==> config.mk <==
export PLATFORM = sky130hd
export DESIGN_NAME = gp3_port
export DESIGN_NICKNAME = d
export VERILOG_FILES = /design/src/gp3_pkg.sv /design/src/gp3_pin_sync.sv /design/src/gp3_axil_slave.sv /design/src/gp3_port.sv
export VERILOG_INCLUDE_DIRS = /design/src /design/src/src
export SDC_FILE = /design/constraint.sdc
export NUM_CORES = 1
export LEC_CHECK = 0
export BUFFER_PORTS_ARGS = -buffer_cell sky130_fd_sc_hd__buf_2
export CORE_MARGIN = 2
export CORE_UTILIZATION = 45
export DETAILED_ROUTE_END_ITERATION = 12
export HOLD_SLACK_MARGIN = 0.12
export PLACE_DENSITY = 0.7
export SETUP_SLACK_MARGIN = 0.15
export SLEW_MARGIN = 40
export SYNTH_ARGS = -nofsm -noshare
export SYNTH_HDL_FRONTEND = slang
export SYNTH_HIERARCHICAL = 1
export SYNTH_SLANG_ARGS = --single-unit
==> constraint.sdc <==
create_clock -name clock -period 3 [get_ports clock]
set_clock_uncertainty 0.2 [all_clocks]
set_input_delay 0.45 -clock clock [delete_from_list [all_inputs] [get_ports clock]]
set_output_delay 0.45 -clock clock [all_outputs]
set_load 0.005 [all_outputs]
==> src/gp3_defs.svh <==
// Register indices, field positions, reset values and bus codes of port 3
`ifndef GP3_DEFS_SVH
`define GP3_DEFS_SVH
// Register indices; the byte address is four times the index
`define GP3_IDX_MODE    16'hffca
`define GP3_IDX_DATA    16'hffd6
`define GP3_IDX_PULL    16'hffe1
`define GP3_IDX_DIR     16'hffe6
`define GP3_IDX_SCTL    16'hffa8
`define GP3_ADDR_HI     14'h0000
// Reset values
`define GP3_RST_DATA    8'h00
`define GP3_RST_DIR     8'h00
`define GP3_RST_PULL    8'h00
`define GP3_RST_MODE    3'h0
`define GP3_RST_CKS     1'b0
// Mode bits; each bit number is also the pin it switches
`define GP3_MODE_SCK    0
`define GP3_MODE_SI     1
`define GP3_MODE_SO     2
// Clock source bit inside the serial control register
`define GP3_SCTL_CKS    3
// Read value of the write-only direction register
`define GP3_DIR_READ    8'hff
// Bus response codes
`define GP3_RESP_OKAY   2'h0
`define GP3_RESP_DECERR 2'h3
`endif

==> src/gp3_pkg.sv <==
// Types shared by the port 3 block
package gp3_pkg;
    // Register selected by an address
    typedef enum logic [2:0] {
        gp3_sel_none, gp3_sel_mode, gp3_sel_data, gp3_sel_pull, gp3_sel_dir, gp3_sel_sctl
    } gp3_sel_e;
    // One register access from the bus slave
    typedef struct packed {
        logic        go;
        logic [31:0] addr;
        logic [7:0]  data;
        logic        strb;
    } gp3_acc_s;
    // Bus slave state
    typedef struct packed {
        logic        aw_held, awready, w_held, wready;
        logic [31:0] aw_addr;
        logic [7:0]  w_data;
        logic        w_strb, bvalid, arready, rvalid;
        logic [1:0]  bresp, rresp;
        logic [7:0]  rdata;
    } gp3_bus_s;
    // Pin synchroniser state
    typedef struct packed {
        logic [7:0] s1, s2, s3, lvl;
    } gp3_sync_s;
    // Port state
    typedef struct packed {
        logic [7:0] data, dir, pull;
        logic [2:0] mode;
        logic       cks;
        logic [7:0] pin_out, pin_oe, pull_en;
        logic       rxd, sck_in, sck_src;
    } gp3_port_s;
endpackage

==> src/gp3_pin_sync.sv <==
// Three-stage pin synchroniser with agreement filter
module gp3_pin_sync
(
    input  wire logic       clock,  // System clock
    input  wire logic       rst,    // Synchronous reset, high
    input  wire logic [7:0] pin_in, // Raw pin levels
    output wire logic [7:0] lvl     // Filtered pin levels
);
    import gp3_pkg::*;
    gp3_sync_s r, n;
    // Stage chain; a level counts once stages two and three agree
    always_comb
    begin
        n     = r;
        n.s1  = pin_in;
        n.s2  = r.s1;
        n.s3  = r.s2;
        n.lvl = (r.s2 & r.s3) | (r.lvl & (r.s2 ^ r.s3));
    end
    always_ff @(posedge clock)
    begin
        if (rst)
            r <= '0;
        else
            r <= n;
    end
    assign lvl = r.lvl;
endmodule // gp3_pin_sync

==> src/gp3_axil_slave.sv <==
// AXI4-Lite slave that turns bus transfers into register accesses
`include "gp3_defs.svh"

module gp3_axil_slave
(
    input  wire logic             clock,   // System clock
    input  wire logic             rst,     // Synchronous reset, high
    input  wire logic             awvalid, // Write address valid
    output wire logic             awready, // Write address ready
    input  wire logic [31:0]      awaddr,  // Write address
    input  wire logic             wvalid,  // Write data valid
    output wire logic             wready,  // Write data ready
    input  wire logic [31:0]      wdata,   // Write data
    input  wire logic [3:0]       wstrb,   // Write byte strobes
    output wire logic             bvalid,  // Write response valid
    input  wire logic             bready,  // Write response ready
    output wire logic [1:0]       bresp,   // Write response
    input  wire logic             arvalid, // Read address valid
    output wire logic             arready, // Read address ready
    input  wire logic [31:0]      araddr,  // Read address
    output wire logic             rvalid,  // Read data valid
    input  wire logic             rready,  // Read data ready
    output wire logic [31:0]      rdata,   // Read data
    output wire logic [1:0]       rresp,   // Read response
    output gp3_pkg::gp3_acc_s     wr_acc,  // Register write
    input  wire logic             wr_hit,  // Write address mapped
    output gp3_pkg::gp3_acc_s     rd_acc,  // Register read
    input  wire logic             rd_hit,  // Read address mapped
    input  wire logic [7:0]       rd_data  // Register read value
);
    import gp3_pkg::*;
    gp3_bus_s r, n;
    // Write fires once address and data are both held
    assign wr_acc = '{go: r.aw_held && r.w_held && !r.bvalid, addr: r.aw_addr,
                      data: r.w_data, strb: r.w_strb};
    assign rd_acc = '{go: arvalid && r.arready, addr: araddr, data: 8'h00, strb: 1'b0};
    // Channel handshakes
    always_comb
    begin
        n = r;
        if (awvalid && r.awready)
        begin
            n.aw_held = 1'b1;
            n.aw_addr = awaddr;
        end
        if (wvalid && r.wready)
        begin
            n.w_held = 1'b1;
            n.w_data = wdata[7:0];
            n.w_strb = wstrb[0];
        end
        if (r.bvalid && bready)
            n.bvalid = 1'b0;
        if (wr_acc.go)
        begin
            n.aw_held = 1'b0;
            n.w_held  = 1'b0;
            n.bvalid  = 1'b1;
            n.bresp   = wr_hit ? `GP3_RESP_OKAY : `GP3_RESP_DECERR;
        end
        n.awready = !n.aw_held && !n.bvalid;
        n.wready  = !n.w_held && !n.bvalid;
        if (r.rvalid && rready)
            n.rvalid = 1'b0;
        if (rd_acc.go)
        begin
            n.rvalid = 1'b1;
            n.rdata  = rd_hit ? rd_data : 8'h00;
            n.rresp  = rd_hit ? `GP3_RESP_OKAY : `GP3_RESP_DECERR;
        end
        n.arready = !n.rvalid;
    end
    always_ff @(posedge clock)
    begin
        if (rst)
            r <= '0;
        else
            r <= n;
    end
    assign awready = r.awready;
    assign wready  = r.wready;
    assign bvalid  = r.bvalid;
    assign bresp   = r.bresp;
    assign arready = r.arready;
    assign rvalid  = r.rvalid;
    assign rdata   = {24'h000000, r.rdata};
    assign rresp   = r.rresp;
endmodule // gp3_axil_slave

==> src/gp3_port.sv <==
// Port 3: eight-pin I/O port with serial pin multiplexing and AXI4-Lite registers
// Contract
// - Eight pins, each input or output
// - Output pins read back stored data
// - Input pins read back pin level
// - Data register resets to zero
// - Direction one drives, zero releases pin
// - Direction and data act only in I/O mode; on serial pins direction still gates pull-up and selects data read-back
// - Direction register reads as all ones
// - Direction register resets to zero
// - Pull-up on only for input with enable
// - Pull-up off when cleared or output
// - Pull-up register resets zero, read/write
// - Mode register resets to zero
// - Mode bit 2 gives pin 2 to transmit
// - Mode bit 1 gives pin 1 to receive
// - Mode bit 0 gives pin 0 to clock
// - Clock source zero drives, one accepts clock
//
// The AXI4-Lite interface to the registers was left to the implementer.
`include "gp3_defs.svh"

module gp3_port
(
    input  wire logic        clock,       // System clock, 50 MHz
    input  wire logic        rst,         // Synchronous reset, high
    input  wire logic        awvalid,     // Write address valid
    output wire logic        awready,     // Write address ready
    input  wire logic [31:0] awaddr,      // Write address
    input  wire logic        wvalid,      // Write data valid
    output wire logic        wready,      // Write data ready
    input  wire logic [31:0] wdata,       // Write data
    input  wire logic [3:0]  wstrb,       // Write byte strobes
    output wire logic        bvalid,      // Write response valid
    input  wire logic        bready,      // Write response ready
    output wire logic [1:0]  bresp,       // Write response
    input  wire logic        arvalid,     // Read address valid
    output wire logic        arready,     // Read address ready
    input  wire logic [31:0] araddr,      // Read address
    output wire logic        rvalid,      // Read data valid
    input  wire logic        rready,      // Read data ready
    output wire logic [31:0] rdata,       // Read data
    output wire logic [1:0]  rresp,       // Read response
    input  wire logic [7:0]  pin_in,      // Pin levels seen at the pads
    output wire logic [7:0]  pin_out,     // Pin drive values
    output wire logic [7:0]  pin_oe,      // Pin drive enables, high drives
    output wire logic [7:0]  pullup_en,   // Pull-up enables, high on
    input  wire logic        ser_txd,     // Serial transmit data
    input  wire logic        ser_sck_out, // Serial clock to drive out
    output wire logic        ser_rxd,     // Serial receive data
    output wire logic        ser_sck_in,  // External serial clock
    output wire logic        ser_sck_src  // Serial clock source select
);
    import gp3_pkg::*;

    // ------------------------------------------------------------
    // Declarations
    // ------------------------------------------------------------
    gp3_port_s  r;
    gp3_port_s  n;
    gp3_acc_s   wr_acc;
    gp3_acc_s   rd_acc;
    gp3_sel_e   wr_sel;
    gp3_sel_e   rd_sel;
    logic [7:0] lvl;
    logic [7:0] rd_port;
    logic [7:0] rd_data;
    logic [7:0] gp_oe;
    logic [7:0] gp_out;
    logic [7:0] gp_pull;

    // ------------------------------------------------------------
    // Address decode
    // ------------------------------------------------------------
    // Maps a byte address to a register, none when unmapped
    function automatic gp3_sel_e reg_sel(input logic [31:0] addr);
        gp3_sel_e s;
        s = gp3_sel_none;
        if (addr == {`GP3_ADDR_HI, `GP3_IDX_MODE, 2'b00})
            s = gp3_sel_mode;
        if (addr == {`GP3_ADDR_HI, `GP3_IDX_DATA, 2'b00})
            s = gp3_sel_data;
        if (addr == {`GP3_ADDR_HI, `GP3_IDX_PULL, 2'b00})
            s = gp3_sel_pull;
        if (addr == {`GP3_ADDR_HI, `GP3_IDX_DIR, 2'b00})
            s = gp3_sel_dir;
        if (addr == {`GP3_ADDR_HI, `GP3_IDX_SCTL, 2'b00})
            s = gp3_sel_sctl;
        return s;
    endfunction

    assign wr_sel = reg_sel(wr_acc.addr);
    assign rd_sel = reg_sel(rd_acc.addr);

    // ------------------------------------------------------------
    // Bus slave and pin synchroniser
    // ------------------------------------------------------------
    gp3_axil_slave u_bus
    (
        .clock   (clock),
        .rst     (rst),
        .awvalid (awvalid),
        .awready (awready),
        .awaddr  (awaddr),
        .wvalid  (wvalid),
        .wready  (wready),
        .wdata   (wdata),
        .wstrb   (wstrb),
        .bvalid  (bvalid),
        .bready  (bready),
        .bresp   (bresp),
        .arvalid (arvalid),
        .arready (arready),
        .araddr  (araddr),
        .rvalid  (rvalid),
        .rready  (rready),
        .rdata   (rdata),
        .rresp   (rresp),
        .wr_acc  (wr_acc),
        .wr_hit  (wr_sel != gp3_sel_none),
        .rd_acc  (rd_acc),
        .rd_hit  (rd_sel != gp3_sel_none),
        .rd_data (rd_data)
    );

    gp3_pin_sync u_sync
    (
        .clock  (clock),
        .rst    (rst),
        .pin_in (pin_in),
        .lvl    (lvl)
    );

    // ------------------------------------------------------------
    // Per-pin general I/O logic
    // ------------------------------------------------------------
    // Drive, pull-up and read-back of each pin in general I/O use
    for (genvar i = 0; i < 8; i++)
    begin : g_pin
        assign gp_oe[i]   = r.dir[i];
        assign gp_out[i]  = r.data[i];
        assign gp_pull[i] = !r.dir[i] && r.pull[i];
        assign rd_port[i] = r.dir[i] ? r.data[i] : lvl[i];
    end

    // ------------------------------------------------------------
    // Next state
    // ------------------------------------------------------------
    // Register writes, read mux and pin multiplexer
    always_comb
    begin
        n = r;
        if (wr_acc.go && wr_acc.strb)
        begin
            case (wr_sel)
                gp3_sel_data: n.data = wr_acc.data;
                gp3_sel_dir:  n.dir  = wr_acc.data;
                gp3_sel_pull: n.pull = wr_acc.data;
                gp3_sel_mode: n.mode = wr_acc.data[2:0];
                gp3_sel_sctl: n.cks  = wr_acc.data[`GP3_SCTL_CKS];
                default:      n.cks  = r.cks;
            endcase
        end

        // Read value of the addressed register
        rd_data = 8'h00;
        case (rd_sel)
            gp3_sel_data: rd_data = rd_port;
            gp3_sel_dir:  rd_data = `GP3_DIR_READ;
            gp3_sel_pull: rd_data = r.pull;
            gp3_sel_mode: rd_data = {5'h00, r.mode};
            gp3_sel_sctl: rd_data[`GP3_SCTL_CKS] = r.cks;
            default:      rd_data = 8'h00;
        endcase

        // General I/O first, then serial functions take their pins
        n.pin_oe  = gp_oe;
        n.pin_out = gp_out;
        n.pull_en = gp_pull;
        if (r.mode[`GP3_MODE_SO])
        begin
            n.pin_oe[`GP3_MODE_SO]  = 1'b1;
            n.pin_out[`GP3_MODE_SO] = ser_txd;
        end
        if (r.mode[`GP3_MODE_SI])
        begin
            n.pin_oe[`GP3_MODE_SI]  = 1'b0;
            n.pin_out[`GP3_MODE_SI] = 1'b0;
        end
        if (r.mode[`GP3_MODE_SCK])
        begin
            n.pin_oe[`GP3_MODE_SCK]  = !r.cks;
            n.pin_out[`GP3_MODE_SCK] = r.cks ? 1'b0 : ser_sck_out;
        end

        // Serial inputs; receive idles high when its pin is not selected
        n.rxd     = r.mode[`GP3_MODE_SI] ? lvl[`GP3_MODE_SI] : 1'b1;
        n.sck_in  = (r.mode[`GP3_MODE_SCK] && r.cks) ? lvl[`GP3_MODE_SCK] : 1'b0;
        n.sck_src = r.cks;
    end

    // ------------------------------------------------------------
    // State register
    // ------------------------------------------------------------
    // Reset clears every control register and releases all pins
    always_ff @(posedge clock)
    begin
        if (rst)
        begin
            r         <= '0;
            r.data    <= `GP3_RST_DATA;
            r.dir     <= `GP3_RST_DIR;
            r.pull    <= `GP3_RST_PULL;
            r.mode    <= `GP3_RST_MODE;
            r.cks     <= `GP3_RST_CKS;
            r.rxd     <= 1'b1;
        end
        else
        begin
            r <= n;
        end
    end

    // ------------------------------------------------------------
    // Outputs
    // ------------------------------------------------------------
    // Pins and serial signals straight from the state register
    assign pin_out     = r.pin_out;
    assign pin_oe      = r.pin_oe;
    assign pullup_en   = r.pull_en;
    assign ser_rxd     = r.rxd;
    assign ser_sck_in  = r.sck_in;
    assign ser_sck_src = r.sck_src;
endmodule // gp3_port

== Word level (Yosys, flattened, before mapping) ==
Cells that the tools add are included.
Operators by class
  equality and inequality tests: 20
  muxes and demuxes: 37
  bitwise gates (word level): 6
  reductions and logical operators: 43
Operator list (count)
  32-bit by 18-bit == test with 1-bit output, second input constant: 10
  3-bit 2-to-1 mux: 8
  1-bit 2-to-1 mux: 23
  1-bit logical AND: 19
  8-bit AND: 2
  1-bit logical NOT: 14
  3-bit by 2-bit == test with 1-bit output, second input constant: 4
  3-bit == test, second input constant: 4
  3-bit case mux with 4 select lines: 1
  4-bit case mux with 3 select lines: 1
  2-bit AND reduction: 5
  8-bit 2-to-1 mux: 1
  8-bit OR: 1
  8-bit bitwise XOR: 1
  3-bit by 1-bit == test with 1-bit output, second input constant: 2
  3-bit nonzero test: 2
  2-bit OR reduction: 3
  2-bit 2-to-1 mux: 2
  1-bit case mux with 4 select lines: 1
  1-bit NOT: 2
Word-level totals
  register bits after elaboration: 147
  bits of input ports: 117
  logic and storage cells: 136

== Longest topological paths before layout ==
Gate-level depths: netlist of the first run.
  word-level depth: 9
  depth in mapped cells: 10

== Hierarchy ==
Netlist of the first run, hierarchy kept.
By module, submodules not included
  gp3_axil_slave: instances 1, cells an instance 368, area an instance 3067.9 um2
  gp3_port: instances 1, cells an instance 285, area an instance 2695.1 um2
  gp3_pin_sync: instances 1, cells an instance 91, area an instance 1043.5 um2

== Least setup slack after synthesis of the first run ==
No wires, ideal clock.
  kind: input port to flip-flop
  from: in araddr[28]
  to: reg u_bus.r, in the netlist u_bus/rdata[3]
  library setup time: 70 ps
  data arrival time: 2777 ps
  data required time: 2730 ps
  path slack: -47 ps
  stages: 10
  path buffers: 3
  cells stage by stage: buf_4 -> or4_1 -> or4_1 -> buf_2 -> nor3_2 -> or3b_1 -> buf_6 -> o2111ai_2 -> nand4_1 -> a21oi_1
Between the ends
  longest elaborated chain between the ends: 9
Ends and longest elaborated chain
  start, declared: line gp3_port.sv:39  | input wire logic [31:0] araddr,
  32-bit by 18-bit == test with 1-bit output: line gp3_port.sv:79  | if (addr == {`GP3_ADDR_HI, `GP3_IDX_MODE, 2'b00})
  1-bit 2-to-1 mux: line gp3_port.sv:79
  3-bit 2-to-1 mux: line gp3_port.sv:81  | if (addr == {`GP3_ADDR_HI, `GP3_IDX_DATA, 2'b00})
  3-bit 2-to-1 mux: line gp3_port.sv:83  | if (addr == {`GP3_ADDR_HI, `GP3_IDX_PULL, 2'b00})
  3-bit 2-to-1 mux: line gp3_port.sv:85  | if (addr == {`GP3_ADDR_HI, `GP3_IDX_DIR, 2'b00})
  3-bit 2-to-1 mux (*): line gp3_port.sv:87  | if (addr == {`GP3_ADDR_HI, `GP3_IDX_SCTL, 2'b00})
  3-bit == test / 3-bit by 2-bit == test with 1-bit output (equally long branches): line gp3_port.sv:167  | case (rd_sel)
  1-bit case mux with 4 select lines (*): line gp3_port.sv:167
  via rd_data[3]: line gp3_port.sv:67  | logic [7:0] rd_data;
  8-bit 2-to-1 mux (*): line gp3_axil_slave.sv:68  | n.rdata = rd_hit ? rd_data : 8'h00;
  end signal, assigned: line gp3_axil_slave.sv:78  | r <= n;
  end, declared: line gp3_axil_slave.sv:32  | gp3_bus_s r, n;
The timed path passes the listed nets; every way through them passes the cells marked *.
A chain may end at the register's enable or synchronous reset.

== Worst setup path in the final report of the first run ==
  from: in araddr[1]
  to: reg u_bus.r, in the netlist u_bus/rdata[1]
Between the ends
  longest elaborated chain between the ends: 9
Ends and longest elaborated chain (line)
  32-bit by 18-bit == test with 1-bit output: gp3_port.sv:79
  1-bit 2-to-1 mux: gp3_port.sv:79
  3-bit 2-to-1 mux: gp3_port.sv:81
  3-bit 2-to-1 mux: gp3_port.sv:83
  3-bit 2-to-1 mux: gp3_port.sv:85
  3-bit 2-to-1 mux (*): gp3_port.sv:87
  3-bit by 1-bit == test with 1-bit output (tied with other cells): gp3_port.sv:167
  3-bit case mux with 4 select lines (*): gp3_port.sv:167
  via rd_data[1]: gp3_port.sv:67
  8-bit 2-to-1 mux (*): gp3_axil_slave.sv:68
Marked as above.

==> run_results.csv, run 1 <==
group,metric,value,unit
pwr,comb_power_share,7.1,%
floorplanning,coreArea,14600,um2
layout,fillers,1373,
critical_path,cp_num_buf_inv,1,
timing,relSlewSlack,57.3,%
route,drt-total-wl,13.7,mm
clock_tree,path_clk_slew,0.06,ns
timing,setup_ws,0.297,ns
timing,setup_violations,0,
global_routing,grt_usage,17.3,%
route,drc,0,
floorplanning,start_util,46.2,%
timing,finalHoldViolCount,0,
critical_path,slowest_delay,0.58,ns
timing,tightest_slew,0.640,ns
layout,final_util,52.6,%
critical_path,worstPathMaxFanout,8,
clock_tree,cts_buffer_depth,2,
timing,rsz0062_at_grt,"no",
critical_path,crit_family,"simple AND/OR/NAND/NOR gates",
clock_tree,cts_root_buf,"clkbuf_16",
route,firstDrtPassIters,4,
critical_path,crit_type,"in2reg",
clock_tree,cts_made_buffers,17,
floorplanning,rows,44,
route,num_vias,4758,
job,maxCapViolCount,0,
layout,final_layout_size_suffix_gt1_share,26.0,%
critical_path,critical_path_required,3.14,ns
timing,fmax,370,MHz
pwr,vdd_drop_max,396,uV
global_routing,overflow,0,
floorplanning,die_area,16000,um2
pwr,pwr-share-clk,45.9,%
logic_synthesis,syn_inst,735,
floorplanning,die_y,126,um
timing,period_share,90.1,%
pwr,powerDensity,557,nW/um2
critical_path,slowest_stage,"or4_1",
pwr,p_seq_share,47.0,%
worst_hold_path,hold_class,"in2reg",
place,place_hpwl,9.36,mm
place,gp_congestion,0.792,
critical_path,crit_path_start_kind,"primary input",
pwr,swShare,24.3,%
logic_synthesis,syn_area,6740,um2
layout,nets,930,
route,via_per_inst,4.75,
layout,largest_reg_flops,41,
logic_synthesis,yosys_warnings,6,
timing,layout_min_cycle_time,2.70,ns
critical_path,cp_common_cell,"or4_1",
timing,drv_slew,0,
run_status,status,"complete, no violations",
clock_tree,cts.htree.levels,4,
critical_path,cp_cell_sequence,"buf_2 -> or4_1 -> or4_1 -> nor3_2 -> or3b_1 -> o221ai_1 -> nand4_1 -> a21oi_1",
critical_path,end_kind,"flop",
pwr,leakagePower,3.17,nW
logic_synthesis,syn-mean-instance-area,9.17,um2
global_routing,antenna_found_initial,0,
global_routing,grt_pass1_wl,22.2,mm
pwr,total_power,4.27,mW
clock_tree,insertion_delay,0.42,ns
place,dpl_worst_slack,-0.138,ns
layout,final_cell_mix,"dfxtp_1 (145), buf_2 (132), nand2_1 (105)",
route,antenna_left,0,
critical_path,arrival,2.84,ns
clock_tree,cts.sinks,145,
route,wire_per_inst,13.6,um
global_routing,grt_max_degree,69,
global_routing,grt_pass1_vias,4693,
floorplanning,dieWidth,126,um
route,drtIter0Drc,310,
place,port_buffers,133,
clock_tree,post_cts_buffers,0,
layout,syn_to_final_growth,13.8,%
layout,diodes,0,
layout,layout_commonest_cell,"dfxtp_1",
pwr,p_int,3.23,mW
clock_tree,cts_tree,"built",
pwr,p_sw,1.04,mW
floorplanning,design.portCount,185,
final timing paths:
check / slack (ns) / startpoint / depth (start not counted) / end
worst max register to register: 0.46 / u_bus/wr_acc[27] / 5 / r[30]
worst min-delay path: 0.20 / arvalid / 3 / u_bus/rdata[0]
worst min register to register: 0.24 / u_sync/n[17] / 1 / u_sync/n[9]
worst max-delay path: 0.30 / araddr[1] / 8 / u_bus/rdata[1]
metal layers:
| metal | global-route usage (%) | up-vias | wire (um) | part of all wire [%] |
|---|---|---|---|---|
| met5 | 0 | - | 0 | 0 |
| met4 | 7.50 | 0 | 308 | 2.3 |
| met3 | 4.01 | 23 | 714 | 5.2 |
| met2 | 27.9 | 146 | 6200 | 45 |
| met1 | 22.4 | 2156 | 6430 | 47 |
| li1 | - | 2433 | - | - |
final cells by class:
cell class / count / area, um2 / share of cell area, %
sequential: 145 / 2900 / 37.9
multi-input combinational: 430 / 2610 / 34.1
timing repair buffer: 201 / 1320 / 17.3
clock buffer: 18 / 439 / 5.73
tap: 184 / 230 / 3.00
clock inverter: 14 / 120 / 1.57
inverter: 10 / 37.5 / 0.490
power groups by stage:
| stage | combinational (mW) | clock (mW) | sequential (mW) |
|---|---|---|---|
| final | 0.302 | 1.96 | 2.01 |
| after global routing | 0.337 | 2.10 | 2.01 |
| after CTS | 0.298 | 2.02 | 2.01 |
| after detailed placement | 0.245 | 0 | 2.05 |
| after global placement | 0.242 | 0 | 2.05 |
| after floorplan | 0.263 | 0 | 2.03 |
tightest hold or removal path: stages:
cell and delay (ns):
buf_2 0.16, nand4_1 0.10, a21oi_1 0.05
what timing repair did:
item	CTS	global route
hold endpoints to repair	53	0
hold buffers	53	0
setup endpoints to repair	0	16
gates resized for setup	0	2
metrics by stage:
stage / instance area (um2) / std cells / hold slack [ns] / setup TNS, ns
3_5_place_dp: 6570 / 917 / 0.226 / -1.06
3_3_place_gp: 6570 / 917 / 0.224 / -0.817
2_1_floorplan: 6840 / 758 / 0.197 / 0
6_report: 7670 / 1002 / 0.197 / 0
5_1_grt: 7670 / 1002 / 0.189 / 0
4_1_cts: 7660 / 1002 / 0.176 / 0
Note: power is estimated with default switching activity, not from simulation.
==> inputs of run 2 (changes only) <==
--- a/config.mk
+++ b/config.mk
@@ -10,6 +10,7 @@
 export CORE_MARGIN = 2
 export CORE_UTILIZATION = 45
 export DETAILED_ROUTE_END_ITERATION = 12
+export GPL_TIMING_DRIVEN = 0
 export HOLD_SLACK_MARGIN = 0.12
 export PLACE_DENSITY = 0.7
 export SETUP_SLACK_MARGIN = 0.15
==> run 2 against run 1 <==
  * Setup slack got worse by 0.018 ns
  * Sequential cell count unchanged
  * Routed wire length increased by 6.0%
  * Critical path type unchanged
  * Combinational power increased by 36%
==> run_results.csv, run 2 (synthesized netlist as in run 1, its figures left out) <==
group,metric,value,unit
floorplanning,die_y,126,um
global_routing,grt_usage,18.6,%
clock_tree,path_clk_slew,0.06,ns
route,firstDrtPassIters,4,
clock_tree,cts_root_buf,"clkbuf_16",
floorplanning,rows,44,
layout,largest_reg_flops,41,
route,drc,0,
floorplanning,die_area,16000,um2
critical_path,worstPathMaxFanout,8,
timing,setup_violations,0,
critical_path,crit_path_start,"araddr[1]",
clock_tree,cts_tree,"built",
timing,setup_ws,0.279,ns
timing,rsz0062_at_grt,"no",
layout,diodes,0,
layout,finalNonFillerCells,1127,
timing,drv_slew,0,
global_routing,grt_pass1_wl,23.6,mm
critical_path,crit_type,"in2reg",
timing,fmax,367,MHz
timing,tightest_slew,0.821,ns
pwr,leakagePower,3.88,nW
global_routing,antenna_found_initial,0,
clock_tree,cts.htree.levels,4,
route,drtIter0Drc,182,
place,post-place-cells,1042,
critical_path,end_kind,"flop",
global_routing,grt_max_degree,17,
timing,layout_min_cycle_time,2.72,ns
pwr,vdd_drop_max,396,uV
timing,tns,0,ns
timing,period_share,90.7,%
route,drt-total-wl,14.5,mm
timing,relSlewSlack,44.9,%
place,port_buffers,100,
global_routing,overflow,0,
place,gp_congestion,0.897,
route,num_vias,5186,
critical_path,critical_path_required,3.15,ns
route,via_per_inst,4.60,
global_routing,grt_pass1_vias,5001,
worst_hold_path,hold_class,"in2reg",
layout,fillers,1285,
pwr,powerDensity,504,nW/um2
critical_path,worstReg2RegStart,"u_bus/wr_acc[10]",
route,antenna_left,0,
clock_tree,cts.sinks,145,
floorplanning,design.portCount,185,
layout,layout_commonest_cell,"buf_4",
job,maxCapViolCount,0,
place,place_hpwl,10.4,mm
worst_hold_path,hp-start,"wvalid",
run_status,status,"complete, no violations",
layout,nets,1055,
layout,final_cell_mix,"buf_4 (148), dfxtp_1 (145), buf_2 (109)",
floorplanning,start_util,46.2,%
timing,finalHoldViolCount,0,
clock_tree,cts_made_buffers,17,
critical_path,arrival,2.87,ns
clock_tree,cts_buffer_depth,2,
clock_tree,insertion_delay,0.42,ns
critical_path,crit_path_start_kind,"primary input",
route,wire_per_inst,12.8,um
layout,syn_to_final_growth,29.6,%
layout,final_layout_size_suffix_gt1_share,35.4,%
floorplanning,dieWidth,126,um
floorplanning,coreArea,14600,um2
place,dpl_worst_slack,-0.282,ns
[run 2: cell count changes in the layout (fill, tap and decap cells not counted), moves of 2 or more]
cell	previous run	this run
buf_1	0	2
o221ai_1	7	3
buf_4	15	148
inv_8	2	0
clkinvlp_4	3	1
clkinv_2	1	3
inv_6	5	2
buf_8	0	3
clkbuf_1	0	9
buf_2	132	109
buf_6	0	4
o221ai_2	0	4
[run 2: final cells by class]
class                   instances  area [um2]  area share (%)
well taps                     184         230            2.64
clock buffers                  21         460            5.27
clock inverters                11         105            1.20
inverters                      10        37.5           0.430
multi-input cells             430        2680            30.7
repair buffers                153        1030            11.8
plain buffers                 173        1290            14.8
flip-flops and latches        145        2900            33.2
[run 2: stage by stage]
stage               power, mW  utilization, %  area (um2)  hold slack [ns]
floorplan                2.30               -        6840            0.197
global placement         2.39            51.9        7570            0.219
detailed placement       2.39            52.0        7580            0.220
CTS                      4.44            59.4        8670            0.122
global route             4.57            59.9        8740            0.148
finish                   4.41            59.9        8740            0.142
[run 2: what timing repair did]
item | 4_1_cts | 5_1_grt
hold endpoints to repair | 52 | 0
hold buffers | 52 | 0
setup buffers | 0 | 1
setup endpoints to repair | 8 | 15
resized for setup | 1 | 8
pin swaps | 0 | 1
[run 2: power breakdown]
part / switching (mW) / total [mW] / leakage (nW) / internal (mW)
combinational: 0.176 / 0.412 / 2.42 / 0.236
clock: 0.809 / 2.00 / 0.278 / 1.19
sequential: 0.0227 / 2.00 / 1.18 / 1.97
total: 1.01 / 4.41 / 3.88 / 3.40
[run 2: critical path, cell delays in order]
cell	delay (ns)
buf_6	0.09
or4_1	0.52
or4_4	0.46
buf_6	0.16
nor3_2	0.16
or3b_1	0.38
buf_6	0.15
o221ai_1	0.22
nand4_1	0.13
a21oi_1	0.14
[run 2: layer usage]
metal  vias to the layer above  part of all wire (%)  wire [um]  global-route usage [%]
li1                       2696                     -          -                       -
met1                      2295                    47       6870                    23.8
met2                       164                    44       6310                    28.7
met3                        31                   6.0        871                    4.51
met4                         0                   2.9        418                    10.3
met5                         -                     0          0                       0
[run 2: final timing paths]
| check | endpoint | slack [ns] | depth (start not counted) |
|---|---|---|---|
| setup / recovery | u_bus/rdata[1] | 0.28 | 10 |
| hold / removal | u_bus/wready | 0.14 | 3 |
| setup reg to reg | r[29] | 0.32 | 7 |
| hold reg to reg | u_sync/n[13] | 0.23 | 1 |
